### src/verilog/sac_pkg.sv
package sac_pkg;
  // ****************************************
  // Widths and timing
  // ****************************************
  localparam int unsigned DATA_W = 8;
  localparam int unsigned DIV_RATIO = 8;
  localparam int unsigned DIV_W = 3;
  localparam int unsigned STEP_W = 4;
  localparam int unsigned NUM_STEPS = 8;
  localparam int unsigned CLK_PERIOD_PS = 5000;
  // Free-running interrupt low pulse, in ps
  localparam int unsigned FREE_RUN_PULSE_PS = 300000;
  localparam int unsigned FREE_RUN_PULSE_CYC = (FREE_RUN_PULSE_PS / CLK_PERIOD_PS) > 0 ?
    (FREE_RUN_PULSE_PS / CLK_PERIOD_PS) : 1;
  localparam int unsigned SYNC_STAGES = 3;
  localparam logic [DATA_W-1:0] RESULT_RST = 8'h00;
  localparam logic [DATA_W-1:0] FULL_SCALE = 8'hff;
  localparam logic [DIV_W-1:0] DIV_LAST = 3'h7;
  localparam logic [STEP_W-1:0] STEP_LAST = 4'h8;

  // ****************************************
  // Sequencer states
  // ****************************************
  typedef enum logic [1:0]
  {
    SAC_IDLE = 2'b00,
    SAC_HOLD = 2'b01,
    SAC_CONV = 2'b11,
    SAC_DONE = 2'b10
  } sac_state_t;
endpackage

### src/verilog/sac_ctrl.sv
`timescale 1ns/1ps
`default_nettype none
module sac_ctrl
(
  input wire logic clk,
  input wire logic arst_n,
  input wire logic clk_en,
  input wire logic chip_sel_n,
  input wire logic rd_n,
  input wire logic wr_n,
  input wire logic cmp_hi,
  output logic [sac_pkg::DATA_W-1:0] trial_code,
  output logic [sac_pkg::DATA_W-1:0] data_out,
  output logic [sac_pkg::DATA_W-1:0] data_oe_n,
  output logic conversion_done_irq_n,
  output logic busy
);
  import sac_pkg::*;

  // ****************************************
  // Pin synchronisers
  // ****************************************
  logic [2:0] pins_sync;
  logic cs_n_s;
  logic rd_n_s;
  logic wr_n_s;

  sac_pin_sync #(.WIDTH(3)) u_sync
  (
    .clk(clk),
    .arst_n(arst_n),
    .clk_en(clk_en),
    .pin_in({chip_sel_n, rd_n, wr_n}),
    .pin_out(pins_sync)
  );

  assign cs_n_s = pins_sync[2];
  assign rd_n_s = pins_sync[1];
  assign wr_n_s = pins_sync[0];

  // ****************************************
  // State
  // ****************************************
  logic [DIV_W-1:0] div_ff;
  logic [DIV_W-1:0] nxt_div;
  logic start_ff;
  logic nxt_start;
  logic first_shift_stage_flop_ff;
  logic nxt_first_shift_stage_flop;
  logic [STEP_W-1:0] step_ff;
  logic [STEP_W-1:0] nxt_step;
  logic [DATA_W-1:0] sar_ff;
  logic [DATA_W-1:0] nxt_sar;
  logic [DATA_W-1:0] result_ff;
  logic [DATA_W-1:0] nxt_result;
  logic irq_ff;
  logic nxt_irq;
  logic [DIV_W:0] set_cnt_ff;
  logic [DIV_W:0] nxt_set_cnt;
  logic wr_n_d_ff;
  logic irq_d_ff;
  sac_state_t state_ff;
  sac_state_t nxt_state;

  logic tick;
  logic start_req;
  logic wr_fall;
  logic rd_en;
  logic start_clear_gate;
  logic result_transfer_gate;

  assign tick = (div_ff == DIV_LAST);
  // Select and write both low, taken from the synchronised pins
  assign start_req = !cs_n_s && !wr_n_s;
  assign wr_fall = wr_n_d_ff && !wr_n_s;
  assign rd_en = !cs_n_s && !rd_n_s;
  assign start_clear_gate = tick && first_shift_stage_flop_ff && !start_req;
  assign result_transfer_gate = tick && (state_ff == SAC_CONV) && (step_ff == STEP_LAST);

  // ****************************************
  // Next state
  // ****************************************
  always_comb
  begin
    nxt_div = div_ff + 3'h1;
    nxt_start = start_ff;
    nxt_first_shift_stage_flop = first_shift_stage_flop_ff;
    nxt_step = step_ff;
    nxt_sar = sar_ff;
    nxt_result = result_ff;
    nxt_irq = irq_ff;
    nxt_set_cnt = set_cnt_ff;
    nxt_state = state_ff;

    if (start_req)
    begin
      // Held in reset as long as the strobes stay low; aborts any conversion
      nxt_start = 1'b1;
      nxt_step = '0;
      nxt_sar = '0;
      nxt_irq = 1'b0;
      nxt_state = SAC_HOLD;
      if (tick)
      begin
        nxt_first_shift_stage_flop = 1'b1;
      end
    end
    else if (start_ff)
    begin
      if (tick)
      begin
        nxt_first_shift_stage_flop = 1'b1;
      end
      if (start_clear_gate)
      begin
        // Marker enters the shift chain; first trial sets the MSB
        nxt_start = 1'b0;
        nxt_first_shift_stage_flop = 1'b0;
        nxt_step = '0;
        nxt_sar = {1'b1, {(DATA_W-1){1'b0}}};
        nxt_state = SAC_CONV;
      end
    end
    else if (state_ff == SAC_CONV && tick)
    begin
      if (step_ff == STEP_LAST)
      begin
        nxt_result = sar_ff;
        nxt_state = SAC_DONE;
        nxt_set_cnt = (DIV_W+1)'(DIV_RATIO);
      end
      else
      begin
        // Keep or drop the bit under trial, then try the next one
        if (!cmp_hi)
        begin
          nxt_sar[DATA_W-1-step_ff[DIV_W-1:0]] = 1'b0;
        end
        if (step_ff != STEP_LAST - 4'h1)
        begin
          nxt_sar[DATA_W-2-step_ff[DIV_W-1:0]] = 1'b1;
        end
        nxt_step = step_ff + 4'h1;
      end
    end

    if (wr_fall)
    begin
      nxt_sar = '0;
      nxt_step = '0;
    end

    // Interrupt set pulse; set wins over a read clear
    if (set_cnt_ff != '0)
    begin
      nxt_set_cnt = set_cnt_ff - 4'h1;
      nxt_irq = 1'b1;
      if (state_ff == SAC_DONE)
      begin
        nxt_state = SAC_IDLE;
      end
    end
    else if (rd_en)
    begin
      nxt_irq = 1'b0;
    end
    if (start_req)
    begin
      nxt_irq = 1'b0;
      nxt_set_cnt = '0;
    end
  end

  // ****************************************
  // Registers
  // ****************************************
  always_ff @(posedge clk or negedge arst_n)
  begin
    if (!arst_n)
    begin
      div_ff <= '0;
      start_ff <= 1'b0;
      first_shift_stage_flop_ff <= 1'b0;
      step_ff <= '0;
      sar_ff <= '0;
      result_ff <= RESULT_RST;
      irq_ff <= 1'b0;
      set_cnt_ff <= '0;
      wr_n_d_ff <= 1'b1;
      irq_d_ff <= 1'b0;
      state_ff <= SAC_IDLE;
    end
    else if (clk_en)
    begin
      div_ff <= nxt_div;
      start_ff <= nxt_start;
      first_shift_stage_flop_ff <= nxt_first_shift_stage_flop;
      step_ff <= nxt_step;
      sar_ff <= nxt_sar;
      result_ff <= nxt_result;
      irq_ff <= nxt_irq;
      set_cnt_ff <= nxt_set_cnt;
      wr_n_d_ff <= wr_n_s;
      irq_d_ff <= irq_ff;
      state_ff <= nxt_state;
    end
  end

  // ****************************************
  // Outputs
  // ****************************************
  assign trial_code = sar_ff;
  assign data_out = result_ff;
  assign data_oe_n = rd_en ? '0 : '1;
  assign conversion_done_irq_n = !irq_d_ff;
  assign busy = (state_ff == SAC_HOLD) || (state_ff == SAC_CONV);
endmodule
`default_nettype wire

### src/verilog/sac_pin_sync.sv
`timescale 1ns/1ps
`default_nettype none
module sac_pin_sync
#(
  parameter int unsigned WIDTH = 4
)
(
  input wire logic clk,
  input wire logic arst_n,
  input wire logic clk_en,
  input wire logic [WIDTH-1:0] pin_in,
  output logic [WIDTH-1:0] pin_out
);
  import sac_pkg::*;

  logic [WIDTH-1:0] s1_ff;
  logic [WIDTH-1:0] s2_ff;
  logic [WIDTH-1:0] s3_ff;
  logic [WIDTH-1:0] out_ff;
  logic [WIDTH-1:0] nxt_out;

  // ****************************************
  // Change accepted once stages two and three agree
  // ****************************************
  genvar g;
  generate
    for (g = 0; g < WIDTH; g = g + 1)
    begin : g_bit
      always_comb
      begin
        nxt_out[g] = (s2_ff[g] == s3_ff[g]) ? s3_ff[g] : out_ff[g];
      end
    end
  endgenerate

  always_ff @(posedge clk or negedge arst_n)
  begin
    if (!arst_n)
    begin
      s1_ff <= '1;
      s2_ff <= '1;
      s3_ff <= '1;
      out_ff <= '1;
    end
    else if (clk_en)
    begin
      s1_ff <= pin_in;
      s2_ff <= s1_ff;
      s3_ff <= s2_ff;
      out_ff <= nxt_out;
    end
  end

  assign pin_out = out_ff;
endmodule
`default_nettype wire

### config.mk
export PLATFORM = sky130hd
export DESIGN_NAME = sac_ctrl
export DESIGN_NICKNAME = d
export VERILOG_FILES = /design/src/verilog/sac_pkg.sv /design/src/verilog/sac_ctrl.sv /design/src/verilog/sac_pin_sync.sv
export SDC_FILE = /design/constraint.sdc
export NUM_CORES = 1
export LEC_CHECK = 0
export BUFFER_PORTS_ARGS = -buffer_cell sky130_fd_sc_hd__buf_4
export CAP_MARGIN = 20
export CORE_MARGIN = 1.5
export CORE_UTILIZATION = 51
export CTS_CLUSTER_SIZE = 40
export DETAILED_ROUTE_END_ITERATION = 16
export PLACE_DENSITY = 0.75
export SLEW_MARGIN = 30
export SYNTH_ARGS = -nofsm -noshare
export SYNTH_HDL_FRONTEND = slang
export SYNTH_HIERARCHICAL = 1
export SYNTH_SLANG_ARGS = --single-unit
### constraint.sdc
create_clock -name clk -period 2.2 [get_ports clk]
set_input_delay 0.11 -clock clk [delete_from_list [all_inputs] [get_ports clk]]
set_output_delay 0.11 -clock clk [all_outputs]
set_load 0.01 [all_outputs]
==> results of run 1 <==
-- final cells by class --
class	count	area, sq um
Fill cell	369	1680
Multi-Input combinational cell	129	1030
Tap cell	52	65.1
Sequential cell	46	1170
Timing Repair Buffer	40	303
Clock inverter	2	10.0
Inverter	14	52.6
Clock buffer	6	72.6
-- critical path, stage by stage, from the launching register on --
cell	delay [ps]
dfrtp_1	370
ha_1	160
ha_1	200
nand4b_1	220
o22a_1	360
nor3_4	360
a32o_1	240
-- routing by layer --
layer,up-vias,track usage
li1,812,-
met5,-,0
met2,42,0.266
met1,787,0.264
met4,0,0.0713
met3,5,0.0442
-- logic make-up (layout without fill, tap and decap cells) --
family / count (synthesis) / after routing / synth area share
AO/OA/AOI/OAI: 54 / 54 / 0.174
AND/OR/NAND/NOR: 48 / 48 / 0.113
flip-flops: 46 / 46 / 0.496
buffers and inverters: 29 / 62 / 0.0691
multiplexers: 20 / 20 / 0.115
adder cells (fa/ha/maj): 5 / 5 / 0.0266
XOR/XNOR: 2 / 2 / 0.00744
-- cells in the mapped netlist (2+ instances only) --
cell,number,share of area
a21o_1,4,0.013
a21oi_1,6,0.013
a22o_1,5,0.019
a31oi_1,2,0.0053
a32o_1,7,0.030
buf_4,8,0.026
clkbuf_1,5,0.0080
dfrtp_1,33,0.35
dfstp_2,13,0.15
ha_1,5,0.027
inv_1,13,0.021
mux2_2,8,0.038
mux2_4,12,0.077
nand2_1,8,0.013
nand2b_1,7,0.019
nand3_1,5,0.011
nor2_1,8,0.013
nor3_1,6,0.013
nor3b_1,2,0.0064
nor4_1,2,0.0053
o211ai_1,4,0.013
o21a_1,3,0.0096
o21ai_0,8,0.017
o21bai_1,2,0.0064
o2bb2ai_1,2,0.0074
o311ai_0,5,0.019
or2_2,2,0.0053
or4_1,2,0.0064
-- worst max path at each step --
stage	slack (ps)	to	startpoint
2_1_floorplan	140	step_ff[0]	step_ff[0]
3_3_place_gp	140	data_out[2]	div_ff[0]
3_5_place_dp	60	data_out[2]	div_ff[0]
4_1_cts	60	trial_code[1]	div_ff[0]
5_1_grt	50	trial_code[3]	div_ff[0]
6_report	210	trial_code[1]	div_ff[0]
-- sequential cells by signal, indices dropped and copies added, names as in the netlist, 2 cells and up --
| name | flops |
|---|---|
| u_sync/s2_ff | 3 |
| u_sync/pin_out | 3 |
| step_ff | 4 |
| u_sync/s3_ff | 3 |
| state_ff | 2 |
| data_out | 8 |
| div_ff | 3 |
| trial_code | 8 |
| set_cnt_ff | 4 |
| u_sync/s1_ff | 3 |
-- through the flow --
stage | util | hold WS [ps]
after floorplan | - | -186
after global placement | 0.594 | 145
after detailed placement | 0.594 | 150
after CTS | 0.615 | 26.8
after global routing | 0.617 | 37.9
final | 0.617 | 38.2
-- repair_timing --
item | in CTS | in global routing
buffers inserted | 0 | 0
setup endpoints to repair | 0 | 18
gates resized for setup | 0 | 2
hold buffers | 1 | 0
endpoints found under the hold margin | 33 | 0
-- report_power, final --
group	internal (mW)	leakage, nW	switching (mW)
Sequential	1.07	0.568	0.152
Clock	0.220	0.0450	0.275
Combinational	0.432	0.653	0.452
==> impl_metrics.ini, run 1 <==
[run_status]
status = completed

[synth]
syn_avg_cell_area_sq_um = 11.5
syn_nets = 216
ys_warn_count = 6
synth_seq_cells = 46
synthFlopType = dfrtp_1
synth_cell_type_count = 45
syn-cell-area_sq_um = 2350
synth_edf_count = 0
synthCells = 204
async_reset_ff_frac = 1.00
ys_seq_area_frac = 0.496

[worst_hold_path]
hp-class = input pin to register
min-delay-start = chip_sel_n
hold_end = u_sync/s1_ff[2]
whs_path_depth = 2

[global_route]
grt_max_degree = 47
grt_pass1_vias = 1527
track_usage = 0.182
grt_pass1_wl_microns = 7310
grt_overflow_total = 0
antenna_found_initial = 0

[clock_network]
clkSinkCount = 46
htree_levels = 2
path_clk_slew_ps = 80
clk_latency_ps = 300
clk_path_buf_depth = 2
cts_made_buffers = 5
cts_tree = done
cts.root.buffer_cell = clkbuf_8

[place]
gp_congestion = 0.880
placed_cell_area_sq_um = 2600
dp_hpwl_microns = 2990
place_ws_ps = 58.9
placed_cells = 280
portBuffers = 32

[floorplanning]
die_w_microns = 71.0
num_io_pins = 33
die-area_sq_um = 5030
fp.dieH_microns = 71.0
start_util = 0.537
rows = 24
core-area_sq_um = 4380

[detailed_routing]
drt-initial-drc-count = 144
vias = 1646
wirelength_met1_microns = 2060
via_per_inst = 5.70
routed_wirelength_microns = 4290
routedWlPerCell_microns = 14.8
route.detailed.drc = 0
maxUsedRoutingLayer = met4
wl_met2_microns = 1940
met3_wirelength_microns = 217
drtAntennaViolNets = 0
first_pass_iters = 4

[finish]
syn2layout_area_growth_pct = 14.9
drive_above_1_share = 0.354
nets = 248
final_cell_mix = buf_4, dfrtp_1, inv_1, dfstp_2, mux2_4
layout_commonest_cell = buf_4
diodes = 0
final_area_sq_um = 2710
fin_cells = 289

[timing]
fin_tns_setup_ps = 0
fin_crit_ps = 1990
finalCritPeriodShare = 0.903
setup_slack_ps = 214
maxSlewViolCount = 0
fin_skew_ps = 6.05
slew_headroom = 0.627
hold_viol_final = 0
fmax_mhz = 504
worst_pin_slew_ps = 559
setup_viol_count_final = 0
rsz0062_at_grt = false

[worst_setup_path]
reg2regPathDepth = 6
r2r-end = trial_code[1]
r2r-start = div_ff[0]
cp_data_required_time_ps = 2440
criticalPathCategory = register to register
endpoint_kind = register
cp.arrival_ps = 2220
start_kind = register
critPathMaxFanout = 10
r2r_slack_ps = 210

[flow_run]
drv_cap = 0

[power]
leakage_nw = 1.27
totalPowerFinal_mw = 2.60
power_density_nw_per_um2 = 961
vdd_ir_drop_max_v = 0.000490
No activity file was read; power rests on OpenSTA's default activity.
==> run 2, diff against run 1 <==
--- a/config.mk
+++ b/config.mk
@@ -9,6 +9,7 @@
 export CAP_MARGIN = 20
 export CORE_MARGIN = 1.5
 export CORE_UTILIZATION = 51
+export CTS_BUF_LIST = sky130_fd_sc_hd__clkbuf_8 sky130_fd_sc_hd__clkbuf_16
 export CTS_CLUSTER_SIZE = 40
 export DETAILED_ROUTE_END_ITERATION = 16
 export PLACE_DENSITY = 0.75
==> run 2 against run 1 <==
Global-route usage did not move; worst hold slack barely moved; die area is the same; total power shrank 0.32%; combinational power barely moved; first-iteration DRC count unchanged; core utilization did not move; sequential share of layout area did not move; flip-flop and latch count did not move; final area unchanged; critical path depth stayed put.
==> impl_metrics.ini, run 2 (synthesis results as in run 1) <==
[run_status]
status = completed

[timing]
hold_viol_final = 0
rsz0062_at_grt = false
maxSlewViolCount = 0
fin_skew_ps = 5.71
slew_headroom = 0.627
worst_pin_slew_ps = 560
fin_tns_setup_ps = 0
setup_slack_ps = 225
fmax_mhz = 506
finalCritPeriodShare = 0.898
fin_crit_ps = 1970
setup_viol_count_final = 0

[place]
portBuffers = 32
placed_cells = 280
dp_hpwl_microns = 2990
gp_congestion = 0.880
place_ws_ps = 58.9

[detailed_routing]
drtAntennaViolNets = 0
route.detailed.drc = 0
drt-initial-drc-count = 144
first_pass_iters = 5
routedWlPerCell_microns = 14.8
routed_wirelength_microns = 4280
vias = 1641
via_per_inst = 5.68

[finish]
nets = 248
final_cell_mix = buf_4, dfrtp_1, inv_1
drive_above_1_share = 0.354
diodes = 0
syn2layout_area_growth_pct = 14.9
layout_commonest_cell = buf_4
fin_cells = 289
multi_input_area_sq_um = 1030
fillCellCount = 369
utilization = 0.617
regArea_sq_um = 1170

[floorplanning]
rows = 24
die-area_sq_um = 5030
core-area_sq_um = 4380
fp.dieH_microns = 71.0
start_util = 0.537
num_io_pins = 33
die_w_microns = 71.0

[clock_network]
clk_path_buf_depth = 2
path_clk_slew_ps = 80
cts_made_buffers = 5
postCtsSetupRepairBufs = 0
clk_latency_ps = 300
cts.root.buffer_cell = clkbuf_8
clkSinkCount = 46
htree_levels = 2
cts_tree = done

[global_route]
grt_overflow_total = 0
antenna_found_initial = 0
grt_pass1_wl_microns = 7310
track_usage = 0.182
grt_pass1_vias = 1527
grt_max_degree = 47

[power]
power.switching_mw = 0.876
totalPowerFinal_mw = 2.59
internal_power_mw = 1.71
vdd_ir_drop_max_v = 0.000491
power_density_nw_per_um2 = 957
pwr-share-clk = 0.189
swShare = 0.338
seq_power_share = 0.470
comb_power_share = 0.341
leakage_nw = 1.27

[worst_setup_path]
worst_path_most_repeated_cell = ha_1
criticalPathCategory = register to register
crit_chain = ha_1 -> ha_1 -> nand4b_1 -> o22a_1 -> nor3_4 -> a32o_1
critPathMaxFanout = 10
crit_slowest_cell = dfrtp_1
cp.arrival_ps = 2210
path_buf_inv = 0
cp_data_required_time_ps = 2440
slowest_delay_ps = 370
critPathTopFamily = compound AO/OA/AOI/OAI gates
endpoint_kind = register
start_kind = register

[worst_hold_path]
hp-class = input pin to register

[flow_run]
drv_cap = 0
==> run 2: worst reg2reg max path: stages, from the launching register on <==
cell and delay, ps:
dfrtp_1 370, ha_1 160, ha_1 200, nand4b_1 210
o22a_1 360, nor3_4 360, a32o_1 250
==> run 2: final cells by class <==
type / instances / share of cell area
clock buffer: 5 / 0.0254
clock inverter: 3 / 0.00509
inverter: 14 / 0.0194
multi-input combinational: 129 / 0.383
sequential: 46 / 0.432
tap: 52 / 0.0241
timing repair buffer: 40 / 0.112
==> run 2: final timing paths <==
kind                            startpoint                end  slack [ps]  depth (start not counted)
worst max-delay path             div_ff[0]      trial_code[1]         230                          6
worst min-delay path            chip_sel_n    u_sync/s1_ff[2]          40                          2
worst max register to register   div_ff[0]      trial_code[1]         230                          6
worst min register to register   div_ff[0]          div_ff[0]         480                          1
max in group asynchronous           arst_n  u_sync/pin_out[2]        1480                          2
min in group asynchronous           arst_n         step_ff[2]         340                          2
==> run 2: layer usage <==
| layer | track usage | vias up | wire, microns | part of all wire |
|---|---|---|---|---|
| met5 | 0 | - | 0 | 0 |
| met2 | 0.266 | 38 | 1940 | 0.45 |
| li1 | - | 811 | - | - |
| met1 | 0.264 | 787 | 2090 | 0.49 |
| met4 | 0.0713 | 0 | 70 | 0.016 |
| met3 | 0.0442 | 5 | 185 | 0.043 |
==> run 2: stage by stage <==
step	hold WS (ps)	cell area, sq um
after floorplan	-186	2350
after global placement	145	2600
after detailed placement	150	2600
after CTS	26.8	2700
after global routing	37.9	2710
final	38.2	2710
==> run 2: what timing repair did <==
action	CTS	global route
resized for setup	0	2
setup endpoints to repair	0	18
hold buffers	1	0
hold endpoints to repair	33	0
==> run 2: power by group through the flow <==
| stage | Clock, mW | Combinational, mW | Sequential, mW |
|---|---|---|---|
| 3_5_place_dp | 0 | 0.876 | 1.23 |
| 5_1_grt | 0.535 | 0.976 | 1.25 |
| 6_report | 0.491 | 0.882 | 1.22 |
| 2_1_floorplan | 0 | 0.641 | 1.20 |
| 4_1_cts | 0.513 | 0.880 | 1.22 |
| 3_3_place_gp | 0 | 0.853 | 1.23 |
